$ cat config.mk
export PLATFORM = sky130hd
export DESIGN_NAME = weigh_regs
export DESIGN_NICKNAME = d
export VERILOG_FILES = /design/src/weigh_regs_pkg.sv /design/src/pin_sync.sv /design/src/weigh_regs.sv
export SDC_FILE = /design/constraint.sdc
export NUM_CORES = 1
export LEC_CHECK = 0
export BUFFER_PORTS_ARGS = -buffer_cell sky130_fd_sc_hd__buf_2
export CORE_MARGIN = 3
export CORE_UTILIZATION = 30
export DETAILED_ROUTE_END_ITERATION = 12
export PLACE_DENSITY = 0.48
export SLEW_MARGIN = 20
export SYNTH_ARGS = -nofsm -noshare
export SYNTH_HDL_FRONTEND = slang
export SYNTH_SLANG_ARGS = --single-unit
$ cat constraint.sdc
create_clock -name i_clk -period 8.1 [get_ports i_clk]
set_clock_uncertainty 0.15 [all_clocks]
set_input_delay 0.81 -clock i_clk [delete_from_list [all_inputs] [get_ports i_clk]]
set_output_delay 0.81 -clock i_clk [all_outputs]
set_load 0.03 [all_outputs]
$ cat src/weigh_regs_pkg.sv
package weigh_regs_pkg;
   // register numbers as seen on the register port
   localparam logic [15:0] ADDR_GROSS_HIGH   = 16'h7531;
   localparam logic [15:0] ADDR_GROSS_LOW    = 16'h7532;
   localparam logic [15:0] ADDR_NET_HIGH     = 16'h7533;
   localparam logic [15:0] ADDR_NET_LOW      = 16'h7534;
   localparam logic [15:0] ADDR_INPUT_STATUS = 16'h7535;
   localparam logic [15:0] ADDR_CMD_STATUS   = 16'h7536;
   localparam logic [15:0] ADDR_OUT_STATUS   = 16'h7537;
   localparam logic [15:0] ADDR_MICROVOLTS   = 16'h759F;
   localparam logic [15:0] ADDR_CMD_CODE     = 16'h9C41;
   localparam logic [15:0] ADDR_ARG1_HIGH    = 16'h9C42;
   localparam logic [15:0] ADDR_ARG1_LOW     = 16'h9C43;
   localparam logic [15:0] ADDR_ARG2_HIGH    = 16'h9C44;
   localparam logic [15:0] ADDR_ARG2_LOW     = 16'h9C45;

   // input status word fields
   localparam int BIT_NET_SIGN    = 0;
   localparam int BIT_GROSS_SIGN  = 1;
   localparam int BIT_STABLE      = 2;
   localparam int BIT_UNDERLOAD   = 3;
   localparam int BIT_OVERLOAD    = 4;
   localparam int BIT_PRESET_TARE = 5;
   localparam int BIT_DIN1        = 8;
   localparam int BIT_DIN2        = 9;
   localparam int BIT_CHAN_LSB    = 14;

   // output status word fields
   localparam int BIT_DOUT2 = 0;
   localparam int BIT_DOUT1 = 1;

   // command status word fields
   localparam int CSTAT_COUNT_LSB  = 0;
   localparam int CSTAT_RESULT_LSB = 4;
   localparam int CSTAT_CODE_LSB   = 8;

   // command codes
   localparam logic [7:0] CMD_NONE       = 8'h00;
   localparam logic [7:0] CMD_ZERO       = 8'h01;
   localparam logic [7:0] CMD_TARE       = 8'h02;
   localparam logic [7:0] CMD_PRESET     = 8'h03;
   localparam logic [7:0] CMD_SETPOINT1  = 8'h0A;
   localparam logic [7:0] CMD_SETPOINT2  = 8'h0B;
   localparam logic [7:0] CMD_DOUT       = 8'h19;
   localparam logic [7:0] CMD_REBOOT     = 8'h22;

   // result reported for a code the device does not know
   localparam logic [3:0] RESULT_BAD_CODE = 4'hF;
   // reset word and the fixed active channel reported in the status word
   localparam logic [15:0] RST_WORD   = 16'h0000;
   localparam logic [1:0]  ACTIVE_CHAN = 2'h0;
endpackage : weigh_regs_pkg

$ cat src/pin_sync.sv
`timescale 1ns/1ps
// three-stage synchroniser per bit; the output follows once stages two
// and three agree, so a single-cycle glitch past stage one is ignored
module pin_sync #(
   parameter int WIDTH = 2
) (
   input  wire logic             i_clk,
   input  wire logic             i_rst,
   input  wire logic             i_ce,
   input  wire logic [WIDTH-1:0] i_pin,
   output logic      [WIDTH-1:0] o_level
);
   genvar g;
   generate
      for (g = 0; g < WIDTH; g++) begin : g_bit
         logic meta_reg;
         logic s2_reg;
         logic s3_reg;
         logic level_reg;
         // one process per bit owns its own level; the port only gathers
         assign o_level[g] = level_reg;
         // stage one is read by stage two only
         always_ff @(posedge i_clk or posedge i_rst) begin
            if (i_rst) begin
               meta_reg   <= 1'b0;
               s2_reg     <= 1'b0;
               s3_reg     <= 1'b0;
               level_reg  <= 1'b0;
            end else if (i_ce) begin
               meta_reg <= i_pin[g];
               s2_reg   <= meta_reg;
               s3_reg   <= s2_reg;
               if (s2_reg == s3_reg) begin
                  level_reg <= s3_reg;
               end
            end
         end
      end
   endgenerate
endmodule : pin_sync

$ cat src/weigh_regs.sv
`timescale 1ns/1ps
// Overview of operation
// [RQ1] status bit 5 is one while a preset tare is active
// [RQ2] status bit 4 reports overload, one when overloaded
// [RQ3] status bit 3 reports underload, one when underloaded
// [RQ4] status stability bit reads one when stable, zero when unstable
// [RQ5] status bit 1 is gross weight sign, one when negative
// [RQ6] status bit 0 is net weight sign, one when negative
// [RQ7] status bits 9 and 8 mirror digital inputs two and one
// [RQ8] output word: bit 1 output one, bit 0 output two, rest zero
// [RQ9] command register accepts codes 00,01,02,03,0A,0B,19,22 hex
// [RQ10] master writes arguments as unsigned magnitudes in two word pairs
// [RQ11] master writes arguments first, then the command code
// [RQ12] after a command, status shows code, result and bumped count
module weigh_regs (
   input  wire logic        i_clk,
   input  wire logic        i_rst,
   input  wire logic        i_ce,
   // register port
   input  wire logic [15:0] i_reg_addr,
   input  wire logic        i_reg_rd,
   input  wire logic        i_reg_wr,
   input  wire logic [15:0] i_reg_wdata,
   output logic      [15:0] o_reg_rdata,
   output logic             o_reg_ack,
   output logic             o_reg_err,
   // measurement state from the weighing core
   input  wire logic [31:0] i_gross_weight,
   input  wire logic [31:0] i_net_weight,
   input  wire logic [15:0] i_microvolts,
   input  wire logic        i_preset_tare_flag,
   input  wire logic        i_overload,
   input  wire logic        i_underload,
   input  wire logic        i_stable,
   input  wire logic [1:0]  i_din_pin,
   input  wire logic [1:0]  i_dout_state,
   // command hand-off to the weighing core
   output logic             o_cmd_valid,
   output logic      [7:0]  o_cmd_code,
   output logic      [31:0] o_cmd_arg1,
   output logic      [31:0] o_cmd_arg2,
   input  wire logic        i_cmd_done,
   input  wire logic [3:0]  i_cmd_result
);
   typedef enum logic [1:0] {ST_IDLE, ST_ISSUE, ST_WAIT} cmd_state_t;

   cmd_state_t  state_reg;
   logic [15:0] cmd_code_reg;
   logic [15:0] arg1_high_reg;
   logic [15:0] arg1_low_reg;
   logic [15:0] arg2_high_reg;
   logic [15:0] arg2_low_reg;
   logic [7:0]  last_code_reg;
   logic [3:0]  last_result_reg;
   logic [3:0]  count_reg;
   logic [1:0]  din_level;
   logic [15:0] input_status;
   logic [15:0] output_status;
   logic [15:0] cmd_status;
   logic [15:0] rd_value;
   logic        rd_hit;
   logic        wr_hit;
   logic        cmd_write;
   logic        code_known;

   // inputs arrive from pins, so they are synchronised first
   pin_sync #(.WIDTH(2)) u_din_sync (
      .i_clk   (i_clk),
      .i_rst   (i_rst),
      .i_ce    (i_ce),
      .i_pin   (i_din_pin),
      .o_level (din_level)
   );

   // input status word assembly
   always_comb begin
      input_status = weigh_regs_pkg::RST_WORD;
      // [RQ6] net sign bit
      input_status[weigh_regs_pkg::BIT_NET_SIGN]    = i_net_weight[31];
      // [RQ5] gross sign bit
      input_status[weigh_regs_pkg::BIT_GROSS_SIGN]  = i_gross_weight[31];
      // [RQ4] stability flag
      input_status[weigh_regs_pkg::BIT_STABLE]      = i_stable;
      // [RQ3] underload flag
      input_status[weigh_regs_pkg::BIT_UNDERLOAD]   = i_underload;
      // [RQ2] overload flag
      input_status[weigh_regs_pkg::BIT_OVERLOAD]    = i_overload;
      // [RQ1] preset tare flag
      input_status[weigh_regs_pkg::BIT_PRESET_TARE] = i_preset_tare_flag;
      // [RQ7] digital input mirror
      input_status[weigh_regs_pkg::BIT_DIN1]        = din_level[0];
      input_status[weigh_regs_pkg::BIT_DIN2]        = din_level[1];
      input_status[weigh_regs_pkg::BIT_CHAN_LSB +: 2] =
         weigh_regs_pkg::ACTIVE_CHAN;
   end

   // output and command status words
   always_comb begin
      output_status = weigh_regs_pkg::RST_WORD;
      // [RQ8] output one on bit 1, two on bit 0
      output_status[weigh_regs_pkg::BIT_DOUT1] = i_dout_state[0];
      output_status[weigh_regs_pkg::BIT_DOUT2] = i_dout_state[1];
      cmd_status = {last_code_reg, last_result_reg, count_reg};
   end

   // read mux; unmapped numbers answer with an error and zero data
   always_comb begin
      rd_hit = 1'b1;
      case (i_reg_addr)
         weigh_regs_pkg::ADDR_GROSS_HIGH:   rd_value = i_gross_weight[31:16];
         weigh_regs_pkg::ADDR_GROSS_LOW:    rd_value = i_gross_weight[15:0];
         weigh_regs_pkg::ADDR_NET_HIGH:     rd_value = i_net_weight[31:16];
         weigh_regs_pkg::ADDR_NET_LOW:      rd_value = i_net_weight[15:0];
         weigh_regs_pkg::ADDR_INPUT_STATUS: rd_value = input_status;
         weigh_regs_pkg::ADDR_CMD_STATUS:   rd_value = cmd_status;
         weigh_regs_pkg::ADDR_OUT_STATUS:   rd_value = output_status;
         weigh_regs_pkg::ADDR_MICROVOLTS:   rd_value = i_microvolts;
         weigh_regs_pkg::ADDR_CMD_CODE:     rd_value = cmd_code_reg;
         weigh_regs_pkg::ADDR_ARG1_HIGH:    rd_value = arg1_high_reg;
         weigh_regs_pkg::ADDR_ARG1_LOW:     rd_value = arg1_low_reg;
         weigh_regs_pkg::ADDR_ARG2_HIGH:    rd_value = arg2_high_reg;
         weigh_regs_pkg::ADDR_ARG2_LOW:     rd_value = arg2_low_reg;
         default: begin
            rd_value = weigh_regs_pkg::RST_WORD;
            rd_hit   = 1'b0;
         end
      endcase
   end

   // writes land only on holding registers; any write while a command
   // is in flight is refused so arguments cannot change under the core
   always_comb begin
      cmd_write = (i_reg_addr == weigh_regs_pkg::ADDR_CMD_CODE);
      wr_hit = (i_reg_addr >= weigh_regs_pkg::ADDR_CMD_CODE) &&
               (i_reg_addr <= weigh_regs_pkg::ADDR_ARG2_LOW) &&
               (state_reg == ST_IDLE);
   end

   // [RQ9] recognised command codes
   always_comb begin
      case (cmd_code_reg[7:0])
         weigh_regs_pkg::CMD_ZERO,
         weigh_regs_pkg::CMD_TARE,
         weigh_regs_pkg::CMD_PRESET,
         weigh_regs_pkg::CMD_SETPOINT1,
         weigh_regs_pkg::CMD_SETPOINT2,
         weigh_regs_pkg::CMD_DOUT,
         weigh_regs_pkg::CMD_REBOOT: begin
            code_known = (cmd_code_reg[15:8] == 8'h00);
         end
         default:                    code_known = 1'b0;
      endcase
   end

   // register port answer, one cycle after the strobe
   always_ff @(posedge i_clk or posedge i_rst) begin
      if (i_rst) begin
         o_reg_rdata <= weigh_regs_pkg::RST_WORD;
         o_reg_ack   <= 1'b0;
         o_reg_err   <= 1'b0;
      end else if (i_ce) begin
         o_reg_ack <= i_reg_rd | i_reg_wr;
         o_reg_err <= (i_reg_rd & ~rd_hit) | (i_reg_wr & ~wr_hit);
         if (i_reg_rd) begin
            o_reg_rdata <= rd_value;
         end
      end
   end

   // holding registers
   always_ff @(posedge i_clk or posedge i_rst) begin
      if (i_rst) begin
         cmd_code_reg  <= weigh_regs_pkg::RST_WORD;
         arg1_high_reg <= weigh_regs_pkg::RST_WORD;
         arg1_low_reg  <= weigh_regs_pkg::RST_WORD;
         arg2_high_reg <= weigh_regs_pkg::RST_WORD;
         arg2_low_reg  <= weigh_regs_pkg::RST_WORD;
      end else if (i_ce && i_reg_wr && wr_hit) begin
         case (i_reg_addr)
            weigh_regs_pkg::ADDR_CMD_CODE:  cmd_code_reg  <= i_reg_wdata;
            weigh_regs_pkg::ADDR_ARG1_HIGH: arg1_high_reg <= i_reg_wdata;
            weigh_regs_pkg::ADDR_ARG1_LOW:  arg1_low_reg  <= i_reg_wdata;
            weigh_regs_pkg::ADDR_ARG2_HIGH: arg2_high_reg <= i_reg_wdata;
            weigh_regs_pkg::ADDR_ARG2_LOW:  arg2_low_reg  <= i_reg_wdata;
            default: ;
         endcase
      end
   end

   // command sequencer: a nonzero code write starts it, the core's done
   // (or an unknown code) closes it
   always_ff @(posedge i_clk or posedge i_rst) begin
      if (i_rst) begin
         state_reg       <= ST_IDLE;
         o_cmd_valid     <= 1'b0;
         o_cmd_code      <= 8'h00;
         o_cmd_arg1      <= 32'h0000_0000;
         o_cmd_arg2      <= 32'h0000_0000;
         last_code_reg   <= 8'h00;
         last_result_reg <= 4'h0;
         count_reg       <= 4'h0;
      end else if (i_ce) begin
         o_cmd_valid <= 1'b0;
         case (state_reg)
            ST_IDLE: begin
               if (i_reg_wr && wr_hit && cmd_write &&
                   i_reg_wdata != weigh_regs_pkg::RST_WORD) begin
                  state_reg <= ST_ISSUE;
               end
            end
            ST_ISSUE: begin
               if (code_known) begin
                  // [RQ10] arguments passed as unsigned magnitudes
                  o_cmd_valid <= 1'b1;
                  o_cmd_code  <= cmd_code_reg[7:0];
                  o_cmd_arg1  <= {arg1_high_reg, arg1_low_reg};
                  o_cmd_arg2  <= {arg2_high_reg, arg2_low_reg};
                  state_reg   <= ST_WAIT;
               end else begin
                  // [RQ12] unknown code still reported
                  last_code_reg   <= cmd_code_reg[7:0];
                  last_result_reg <= weigh_regs_pkg::RESULT_BAD_CODE;
                  count_reg       <= count_reg + 4'h1;
                  state_reg       <= ST_IDLE;
               end
            end
            ST_WAIT: begin
               if (i_cmd_done) begin
                  // [RQ12] completion update
                  last_code_reg   <= o_cmd_code;
                  last_result_reg <= i_cmd_result;
                  count_reg       <= count_reg + 4'h1;
                  state_reg       <= ST_IDLE;
               end
            end
            default: state_reg <= ST_IDLE;
         endcase
      end
   end

   // checks
   chk_overload_read: assert property ( // [RQ2]
      @(posedge i_clk) disable iff (i_rst)
      (i_ce && i_reg_rd && i_reg_addr == weigh_regs_pkg::ADDR_INPUT_STATUS)
      |=> o_reg_rdata[4] == $past(i_overload) &&
          o_reg_rdata[3] == $past(i_underload))
      else $error("overload or underload bit wrong");
   chk_tare_read: assert property ( // [RQ1]
      @(posedge i_clk) disable iff (i_rst)
      (i_ce && i_reg_rd && i_reg_addr == weigh_regs_pkg::ADDR_INPUT_STATUS)
      |=> o_reg_rdata[5] == $past(i_preset_tare_flag) &&
          o_reg_rdata[2] == $past(i_stable))
      else $error("preset tare or stable bit wrong");
   chk_sign_bits: assert property ( // [RQ5]
      @(posedge i_clk) disable iff (i_rst)
      (i_ce && i_reg_rd && i_reg_addr == weigh_regs_pkg::ADDR_INPUT_STATUS)
      |=> o_reg_rdata[1:0] ==
          {$past(i_gross_weight[31]), $past(i_net_weight[31])})
      else $error("weight sign bits wrong");
   chk_din_mirror: assert property ( // [RQ7]
      @(posedge i_clk) disable iff (i_rst)
      (i_ce && i_reg_rd && i_reg_addr == weigh_regs_pkg::ADDR_INPUT_STATUS)
      |=> o_reg_rdata[9:8] == $past(din_level))
      else $error("digital input bits wrong");
   chk_dout_word: assert property ( // [RQ8]
      @(posedge i_clk) disable iff (i_rst)
      (i_ce && i_reg_rd && i_reg_addr == weigh_regs_pkg::ADDR_OUT_STATUS)
      |=> o_reg_rdata == {14'h0000, $past(i_dout_state[0]),
                          $past(i_dout_state[1])})
      else $error("output status word wrong");
   chk_cmd_issue: assert property ( // [RQ9]
      @(posedge i_clk) disable iff (i_rst)
      (i_ce && state_reg == ST_ISSUE && code_known)
      |=> o_cmd_valid && o_cmd_code == $past(cmd_code_reg[7:0]))
      else $error("known command not issued");
   chk_count_bump: assert property ( // [RQ12]
      @(posedge i_clk) disable iff (i_rst)
      (i_ce && state_reg == ST_WAIT && i_cmd_done)
      |=> count_reg == $past(count_reg) + 4'h1 &&
          last_result_reg == $past(i_cmd_result))
      else $error("command status not updated");
   chk_arg_pack: assert property ( // [RQ10]
      @(posedge i_clk) disable iff (i_rst)
      o_cmd_valid |-> o_cmd_arg1 == {arg1_high_reg, arg1_low_reg} &&
                      o_cmd_arg2 == {arg2_high_reg, arg2_low_reg})
      else $error("argument words misordered");
   cov_preset_cmd: cover property (@(posedge i_clk) disable iff (i_rst)
      o_cmd_valid && o_cmd_code == weigh_regs_pkg::CMD_PRESET);
   cov_bad_code: cover property (@(posedge i_clk) disable iff (i_rst)
      state_reg == ST_ISSUE && !code_known && i_ce);
   cov_unmapped: cover property (@(posedge i_clk) disable iff (i_rst)
      o_reg_ack && o_reg_err);
endmodule : weigh_regs

==> run metrics, run 1 <==
status=finished, final reports clean; Starting Density=30.9%; Worst Max-Slew Pin Slew=1.12 ns; setup TNS=0 ns; f_max=0.249 GHz; htree depth=4; CTS resizes=0; final WL=35.9 mm; Final Power=2.05 mW; Design Area, Final=0.0116 mm²; CP startpoint kind=primary input; critical path buffer and inverter count=2; Routability Congestion=0.892; Chip Width=185 µm; Total Routing Usage GR=20.9%; initial antenna violation count=0; Seq/Total Area, Yosys=51.4%; final core occ=37.5%; Leakage Power=5.88 nW; Hold Crit Class=flop to flop; data arrival time of the worst path=4.19 ns; commonest non-fill, non-tap cell in the layout=buf_2; Slew Limit Fails=0; Max clock buf depth=2; number of fillers in the final layout=3113; critical path's slowest cell=nor2b_1; CP required=8.27 ns; Syn-to-layout area delta=21.4%; Post-CTS Setup Bufs=0; hpwl dp=26.9 mm; Post-synth ARST share=100%; pwr/cell area=176 mW/mm²; Final ANT Viol Nets=0; Post-Synthesis Cells=762; total CTS buffers=17; commonest non-fill, non-tap cells in the layout=220 x buf_2, 197 x dfrtp_1, 137 x mux2_2; clock-pin slew on the worst setup and hold paths=0.08 ns; Distinct cells, synth=72; Root Driver=clkbuf_16; Avg Inst Size Synth=12.6 µm²; CP Cell Sequence=buf_2 > buf_4 > nor2b_1 > nand2_1 > nor3_1 > and2_1 > mux2_2; TritonCTS clock tree=done; Die H=185 µm; Syn Nets=893; Worst path max stage delay=0.87 ns; DP Area=0.0110 mm²; gr ovfl total=0; wire per inst=26.1 µm; CP endpoint kind=flop; vias in the first global route=7632; first-pass GRT wire length=52.3 mm; DIE AREA=0.0341 mm²; crit path max fanout=42; nets@finish=1095; crit path kind=primary input to flop; Synth Register Bits=197; Final period util=49.6%; endpoints failing hold=0; largest net degree at the start of global routing=137; post-synthesis cell area=0.00959 mm²; CP delay by family, top=simple AND/OR/NAND/NOR gates; RSZ-0062 raised after global routing=false; DRC=0; VDD IR max=0.000144 V; Core ar.=0.0311 mm²; Hold-fix buffers, CTS=0; YS warnings=0; # diodes=0; setup ws final=4.08 ns; clock sink count=197; Slew HR=24.4%; largest registers=o_cmd_arg1: 32 flops, o_cmd_arg2: 32 flops; min cycle time layout=4.02 ns; clk_lat worst skew=0.44 ns; Post-synth EDFFs=0; drt pass-1 iters=6; via count=7467; Ports=221; Initial DRC Count=762; I/O Buffers=220; DR vias/cell=5.44; Top FF cell, synth=dfrtp_1; max_cap viols=0; layout cells sized above 1=44.7%; dpl ws=3.75 ns; count of final setup violators=0; Core Rows=64
-- tightest hold or removal path, cell delays in order, from the launching register on --
cell,delay [ns]
dfrtp_1,0.34
nand2_1,0.05
o21ai_1,0.06
-- area by class of cell --
type / count / area [µm²] / area share [%]
inverter: 4 / 22.5 / 0.193
clock buffer: 18 / 439 / 3.77
sequential: 197 / 4930 / 42.3
timing repair buffer: 229 / 1170 / 10.1
tap: 396 / 495 / 4.26
clock inverter: 14 / 156 / 1.34
multi-input combinational: 515 / 4420 / 38.0
-- Yosys cell counts (all sizes together), types with 11 or more instances --
| master | number | area [µm²] |
|---|---|---|
| dfrtp | 197 | 4930 |
| mux2 | 163 | 1910 |
| a21oi | 34 | 170 |
| mux2i | 31 | 310 |
| clkbuf | 29 | 109 |
| nand2 | 24 | 113 |
| nor2 | 23 | 88.8 |
| nand3 | 22 | 123 |
| a22oi | 17 | 128 |
| buf | 17 | 128 |
| and2 | 15 | 93.8 |
| nor3 | 15 | 91.3 |
| nor4 | 15 | 113 |
| o21ai | 14 | 70.1 |
| nor2b | 11 | 68.8 |
-- metal layers --
metal / vias to the layer above / wire, µm / GRT usage, %
li1: 3324 / - / -
met1: 3802 / 16700 / 30.4
met2: 310 / 16400 / 32.7
met3: 31 / 2190 / 3.47
met4: 0 / 580 / 4.98
met5: - / 0 / 0
-- through the flow --
step / cells / hold WS [ns]
after floorplan: 762 / 0.292
after global placement: 1340 / 0.322
after detailed placement: 1340 / 0.314
after CTS: 1372 / 0.332
after global routing: 1373 / 0.348
final: 1373 / 0.339
-- worst paths after layout --
check / start / to / cells past startpoint / slack [ns]
worst max-delay path: i_reg_addr[0] / cmd_code_reg[12] / 7 / 4.08
worst min-delay path: o_reg_rdata[12] / o_reg_rdata[12] / 2 / 0.34
worst max register to register: state_reg[1] / cmd_code_reg[12] / 4 / 5.07
worst min register to register: o_reg_rdata[12] / o_reg_rdata[12] / 2 / 0.34
max in group asynchronous: i_rst / last_result_reg[3] / 3 / 5.97
min in group asynchronous: i_rst / o_cmd_arg1[30] / 2 / 0.38
-- power breakdown --
group,internal [mW],leakage (nW),switching (mW)
Combinational,0.0569,2.90,0.106
Clock,0.423,0.292,0.439
Sequential,1.00,2.68,0.0194
Total,1.48,5.88,0.564
-- kinds of logic (layout without fill, tap and decap cells) --
| logic type | Yosys count | after routing | share of synthesized area (%) |
|---|---|---|---|
| DFF | 197 | 197 | 51.4 |
| muxes | 194 | 194 | 23.1 |
| and+or+nand+nor | 176 | 176 | 11.7 |
| AOI/OAI and AO/OA | 141 | 141 | 10.8 |
| buffers and inverters | 50 | 265 | 2.62 |
| xor gates and xnor gates | 3 | 3 | 0.274 |
| adders and majority gates | 1 | 1 | 0.130 |
Note: power is estimated with default switching activity, not from simulation.
==> run 2, diff against run 1 <==
--- a/config.mk
+++ b/config.mk
@@ -9,7 +9,7 @@
 export CORE_MARGIN = 3
 export CORE_UTILIZATION = 30
 export DETAILED_ROUTE_END_ITERATION = 12
-export PLACE_DENSITY = 0.48
+export PLACE_DENSITY = 0.49
 export SLEW_MARGIN = 20
 export SYNTH_ARGS = -nofsm -noshare
 export SYNTH_HDL_FRONTEND = slang
==> constraint.sdc (replaced) <==
create_clock -name i_clk -period 3.67 [get_ports i_clk]
set_clock_uncertainty 0.15 [all_clocks]
set_input_delay 0.367 -clock i_clk [delete_from_list [all_inputs] [get_ports i_clk]]
set_output_delay 0.367 -clock i_clk [all_outputs]
set_load 0.03 [all_outputs]
==> run metrics, run 2 (synthesized netlist as in run 1, its figures left out) <==
status=finished, final reports clean; hpwl dp=28.5 mm; Slew HR=46.3%; pwr/cell area=392 mW/mm²; area of the multi-input gates=0.00441 mm²; largest net degree at the start of global routing=66; Slew Limit Fails=0; commonest non-fill, non-tap cells in the layout=220 x buf_2, 197 x dfrtp_1, 137 x mux2_2; Worst Max-Slew Pin Slew=0.799 ns; I/O Buffers=220; Initial DRC Count=871; Starting Density=30.9%; initial antenna violation count=0; RSZ-0062 raised after global routing=false; Hold-fix buffers, CTS=7; Core ar.=0.0311 mm²; Final period util=78.9%; Hold Crit Class=primary input to flop; largest registers=o_cmd_arg1: 32 flops, o_cmd_arg2: 32 flops; Chip Width=185 µm; min cycle time layout=2.90 ns; Max clock buf depth=2; data arrival time of the worst path=3.06 ns; setup TNS=0 ns; DIE AREA=0.0341 mm²; DRC=0; vias in the first global route=7819; clk_lat worst skew=0.44 ns; crit path max fanout=54; VDD IR max=0.000272 V; max_cap viols=0; RR Endpoint=o_cmd_arg2[29]; layout cells sized above 1=45.5%; clock-pin slew on the worst setup and hold paths=0.08 ns; beginning of the critical path=cmd_code_reg[7]; Root Driver=clkbuf_16; R2R Setup Slk=0.77 ns; final core occ=38.5%; Post-CTS Setup Bufs=0; Die H=185 µm; Ports=221; Worst R2R Path Depth=6; count of final setup violators=0; Worst Setup EP=o_cmd_arg2[29]; critical path's slowest cell=nand4b_1; via count=7726; wire per inst=26.4 µm; htree depth=4; DR vias/cell=5.51; CTS resizes=0; Crit Reg-Reg Startpoint=cmd_code_reg[7]; final WL=37.0 mm; CP required=3.84 ns; Final ANT Viol Nets=0; commonest non-fill, non-tap cell in the layout=buf_2; total CTS buffers=17; dpl ws=0.678 ns; Core Rows=64; drt pass-1 iters=5; crit path kind=flop to flop; number of fillers in the final layout=3077; Worst path max stage delay=0.60 ns; gr ovfl total=0; f_max=0.345 GHz; first-pass GRT wire length=53.2 mm; clock sink count=197; Total Routing Usage GR=21.4%; CP startpoint kind=flop; CP Cell Sequence=nor4_1 > nand4_1 > a21oi_1 > nand4b_1 > buf_12 > mux2_2; nets@finish=1126; # diodes=0; CP endpoint kind=flop; Seq. cell area=0.00493 mm²; Syn-to-layout area delta=24.8%; endpoints failing hold=0; hold_ws=0.0630 ns; Routability Congestion=0.926; TritonCTS clock tree=done; Leakage Power=6.05 nW; setup ws final=0.775 ns
## run 2: changes by cell type in the layout (fill, tap and decap cells not counted), sizes merged
cell         previous run  this run
clkinvlp                0         3
clkbuf                 19        17
buf                   228       253
clkinv                  8         2
dlygate4sd3             0         7
bufinv                  0         3
## run 2: how the worst min path moves through the flow
stage / startpoint / end / slack, ns / cells after the start
2_1_floorplan: count_reg[3] / count_reg[3] / 0.29 / 1
3_3_place_gp: u_din_sync.g_bit[1].s3_reg / u_din_sync.g_bit[1].level_reg / 0.32 / 2
3_5_place_dp: count_reg[3] / count_reg[3] / 0.33 / 1
4_1_cts: i_reg_rd / o_reg_err / 0.04 / 3
5_1_grt: i_reg_rd / o_reg_err / 0.04 / 3
6_report: i_reg_rd / o_reg_err / 0.06 / 3
## run 2: stage by stage
step / power [mW] / instance area [µm²] / instances
2_1_floorplan: 2.46 / 9590 / 762
3_3_place_gp: 2.68 / 11300 / 1365
3_5_place_dp: 2.68 / 11300 / 1365
4_1_cts: 4.73 / 12000 / 1403
5_1_grt: 4.85 / 12000 / 1403
6_report: 4.68 / 12000 / 1403
## run 2: final cells by class
| class | count | area share [%] |
|---|---|---|
| repair buffers | 260 | 12.3 |
| clock buffers | 17 | 3.56 |
| multi-input cells | 515 | 36.9 |
| clock inverters | 14 | 1.75 |
| well taps | 396 | 4.14 |
| flip-flops and latches | 197 | 41.2 |
| inverters | 4 | 0.157 |
## run 2: worst max-delay path, delay by kind of cell, from the launching register on
| kind | cells | cell delay (ns) |
|---|---|---|
| AND/OR/NAND/NOR | 3 | 1.16 |
| flip-flops | 1 | 0.45 |
| AO/OA/AOI/OAI | 1 | 0.21 |
| multiplexers | 1 | 0.31 |
| buffers and inverters | 1 | 0.44 |
## run 2: layer usage
metal	part of all wire, %	track usage, %	up-vias	wire length, µm
met5	0	0	-	0
met4	2.2	5.88	0	817
met3	8.1	4.89	40	3020
met2	45	33.2	366	16800
met1	44	30.2	3948	16400
li1	-	-	3372	-
## run 2: where the power goes
group | internal (mW) | switching, mW
clock | 1.11 | 0.937
sequential | 2.21 | 0.0421
combinational | 0.142 | 0.242
total | 3.46 | 1.22
==> run 3, diff against run 2 <==
--- a/config.mk
+++ b/config.mk
@@ -9,7 +9,7 @@
 export CORE_MARGIN = 3
 export CORE_UTILIZATION = 30
 export DETAILED_ROUTE_END_ITERATION = 12
-export PLACE_DENSITY = 0.49
+export PLACE_DENSITY = 0.48
 export SLEW_MARGIN = 20
 export SYNTH_ARGS = -nofsm -noshare
 export SYNTH_HDL_FRONTEND = slang
==> constraint.sdc (replaced) <==
create_clock -name i_clk -period 2.8 [get_ports i_clk]
set_clock_uncertainty 0.15 [all_clocks]
set_input_delay 0.28 -clock i_clk [delete_from_list [all_inputs] [get_ports i_clk]]
set_output_delay 0.28 -clock i_clk [all_outputs]
set_load 0.03 [all_outputs]
==> run metrics, run 3 (synthesized netlist as in run 1, its figures left out) <==
clk_lat worst skew=0.44 ns; f_max=0.408 GHz; CP required=2.96 ns; Total Routing Usage GR=21.4%; Worst Max-Slew Pin Slew=0.790 ns; dpl ws=0.118 ns; crit path kind=flop to flop; status=finished, final reports clean; VDD IR max=0.000278 V; vias in the first global route=7815; pwr/cell area=492 mW/mm²; clock-pin slew on the worst setup and hold paths=0.07 ns; Chip Width=185 µm; via count=7739; Final Non-Filler Cells=1428; layout cells sized above 1=46.4%; wire per inst=25.9 µm; drt pass-1 iters=5; Leakage Power=6.15 nW; CP delay by family, top=simple AND/OR/NAND/NOR gates; Syn-to-layout area delta=26.2%; DR vias/cell=5.42; CP endpoint kind=flop; Design Area, Final=0.0121 mm²; hpwl dp=28.8 mm; largest registers=o_cmd_arg1: 32 flops, o_cmd_arg2: 32 flops; critical path buffer and inverter count=1; Routability Congestion=0.965; htree depth=4; commonest non-fill, non-tap cells in the layout=220 x buf_2, 197 x dfrtp_1, 137 x mux2_2; Final Power=5.95 mW; Core Rows=64; TritonCTS clock tree=done; CP startpoint kind=flop; Max clock buf depth=2; I/O Buffers=220; placed cells=1386; gr ovfl total=0; crit path max fanout=62; DP Area=0.0114 mm²; setup ws final=0.346 ns; endpoints failing hold=0; Root Driver=clkbuf_16; data arrival time of the worst path=2.61 ns; Starting Density=30.9%; first-pass GRT wire length=53.3 mm; final WL=37.0 mm; RSZ-0062 raised after global routing=false; Post-CTS Setup Bufs=0; Slew Limit Fails=0; # diodes=0; setup TNS=0 ns; largest net degree at the start of global routing=71; CP Cell Sequence=nor4_1 > nand4_1 > a21oi_1 > nand4b_1 > buf_12 > mux2_2; Ports=221; min cycle time layout=2.45 ns; commonest non-fill, non-tap cell in the layout=buf_2; Final ANT Viol Nets=0; Slew HR=46.9%; nets@finish=1151; Final period util=87.6%; Hold Crit Class=primary input to flop; Die H=185 µm; critical path's slowest cell=dfrtp_1; Initial DRC Count=614; DRC=0; count of final setup violators=0; initial antenna violation count=1; total CTS buffers=17; DIE AREA=0.0341 mm²; clock sink count=197; Worst path max stage delay=0.46 ns; max_cap viols=0; Core ar.=0.0311 mm²
-- run 3: power breakdown --
group	internal [mW]	switching, mW	leakage [nW]
clock	1.28	1.20	0.283
sequential	2.90	0.0576	2.68
combinational	0.194	0.315	3.19
-- run 3: timing repair --
| action | 4_1_cts | 5_1_grt |
|---|---|---|
| hold endpoints to repair | 27 | 0 |
| hold buffers | 11 | 0 |
| resized for setup | 0 | 0 |
-- run 3: path summary, 6_finish.rpt --
kind                                 start  cells after the start  slack (ns)                to
setup / recovery           cmd_code_reg[7]                      6        0.35    o_cmd_arg2[14]
hold / removal              i_reg_wdata[3]                      2       0.006  arg1_high_reg[3]
setup reg to reg           cmd_code_reg[7]                      6        0.35    o_cmd_arg2[14]
hold reg to reg            o_reg_rdata[12]                      2        0.33   o_reg_rdata[12]
max in group asynchronous            i_rst                      4        1.45      count_reg[3]
min in group asynchronous            i_rst                      3        0.29    o_cmd_arg2[15]
-- run 3: area by class of cell --
cell class | instances | area [µm²]
clock buffer | 18 | 439
clock inverter | 13 | 135
fill | 3134 | 19000
inverter | 4 | 18.8
multi-input combinational | 515 | 4410
sequential | 197 | 4930
tap | 396 | 495
timing repair buffer | 285 | 1670
-- run 3: stage by stage --
stage               hold slack, ns  utilization (%)
floorplan                    0.256                -
global placement             0.212             36.7
detailed placement           0.209             36.7
CTS                        0.00322             38.9
global route                0.0135             38.9
finish                     0.00571             38.9
-- run 3: per-layer routing --
layer | vias to the layer above | part of all wire, % | GRT usage (%) | routed length [µm]
li1 | 3428 | - | - | -
met2 | 326 | 46 | 33.1 | 16800
met5 | - | 0.019 | 0 | 7
met3 | 46 | 6.8 | 4.48 | 2500
met4 | 2 | 2.4 | 6.36 | 889
met1 | 3937 | 45 | 30.3 | 16700
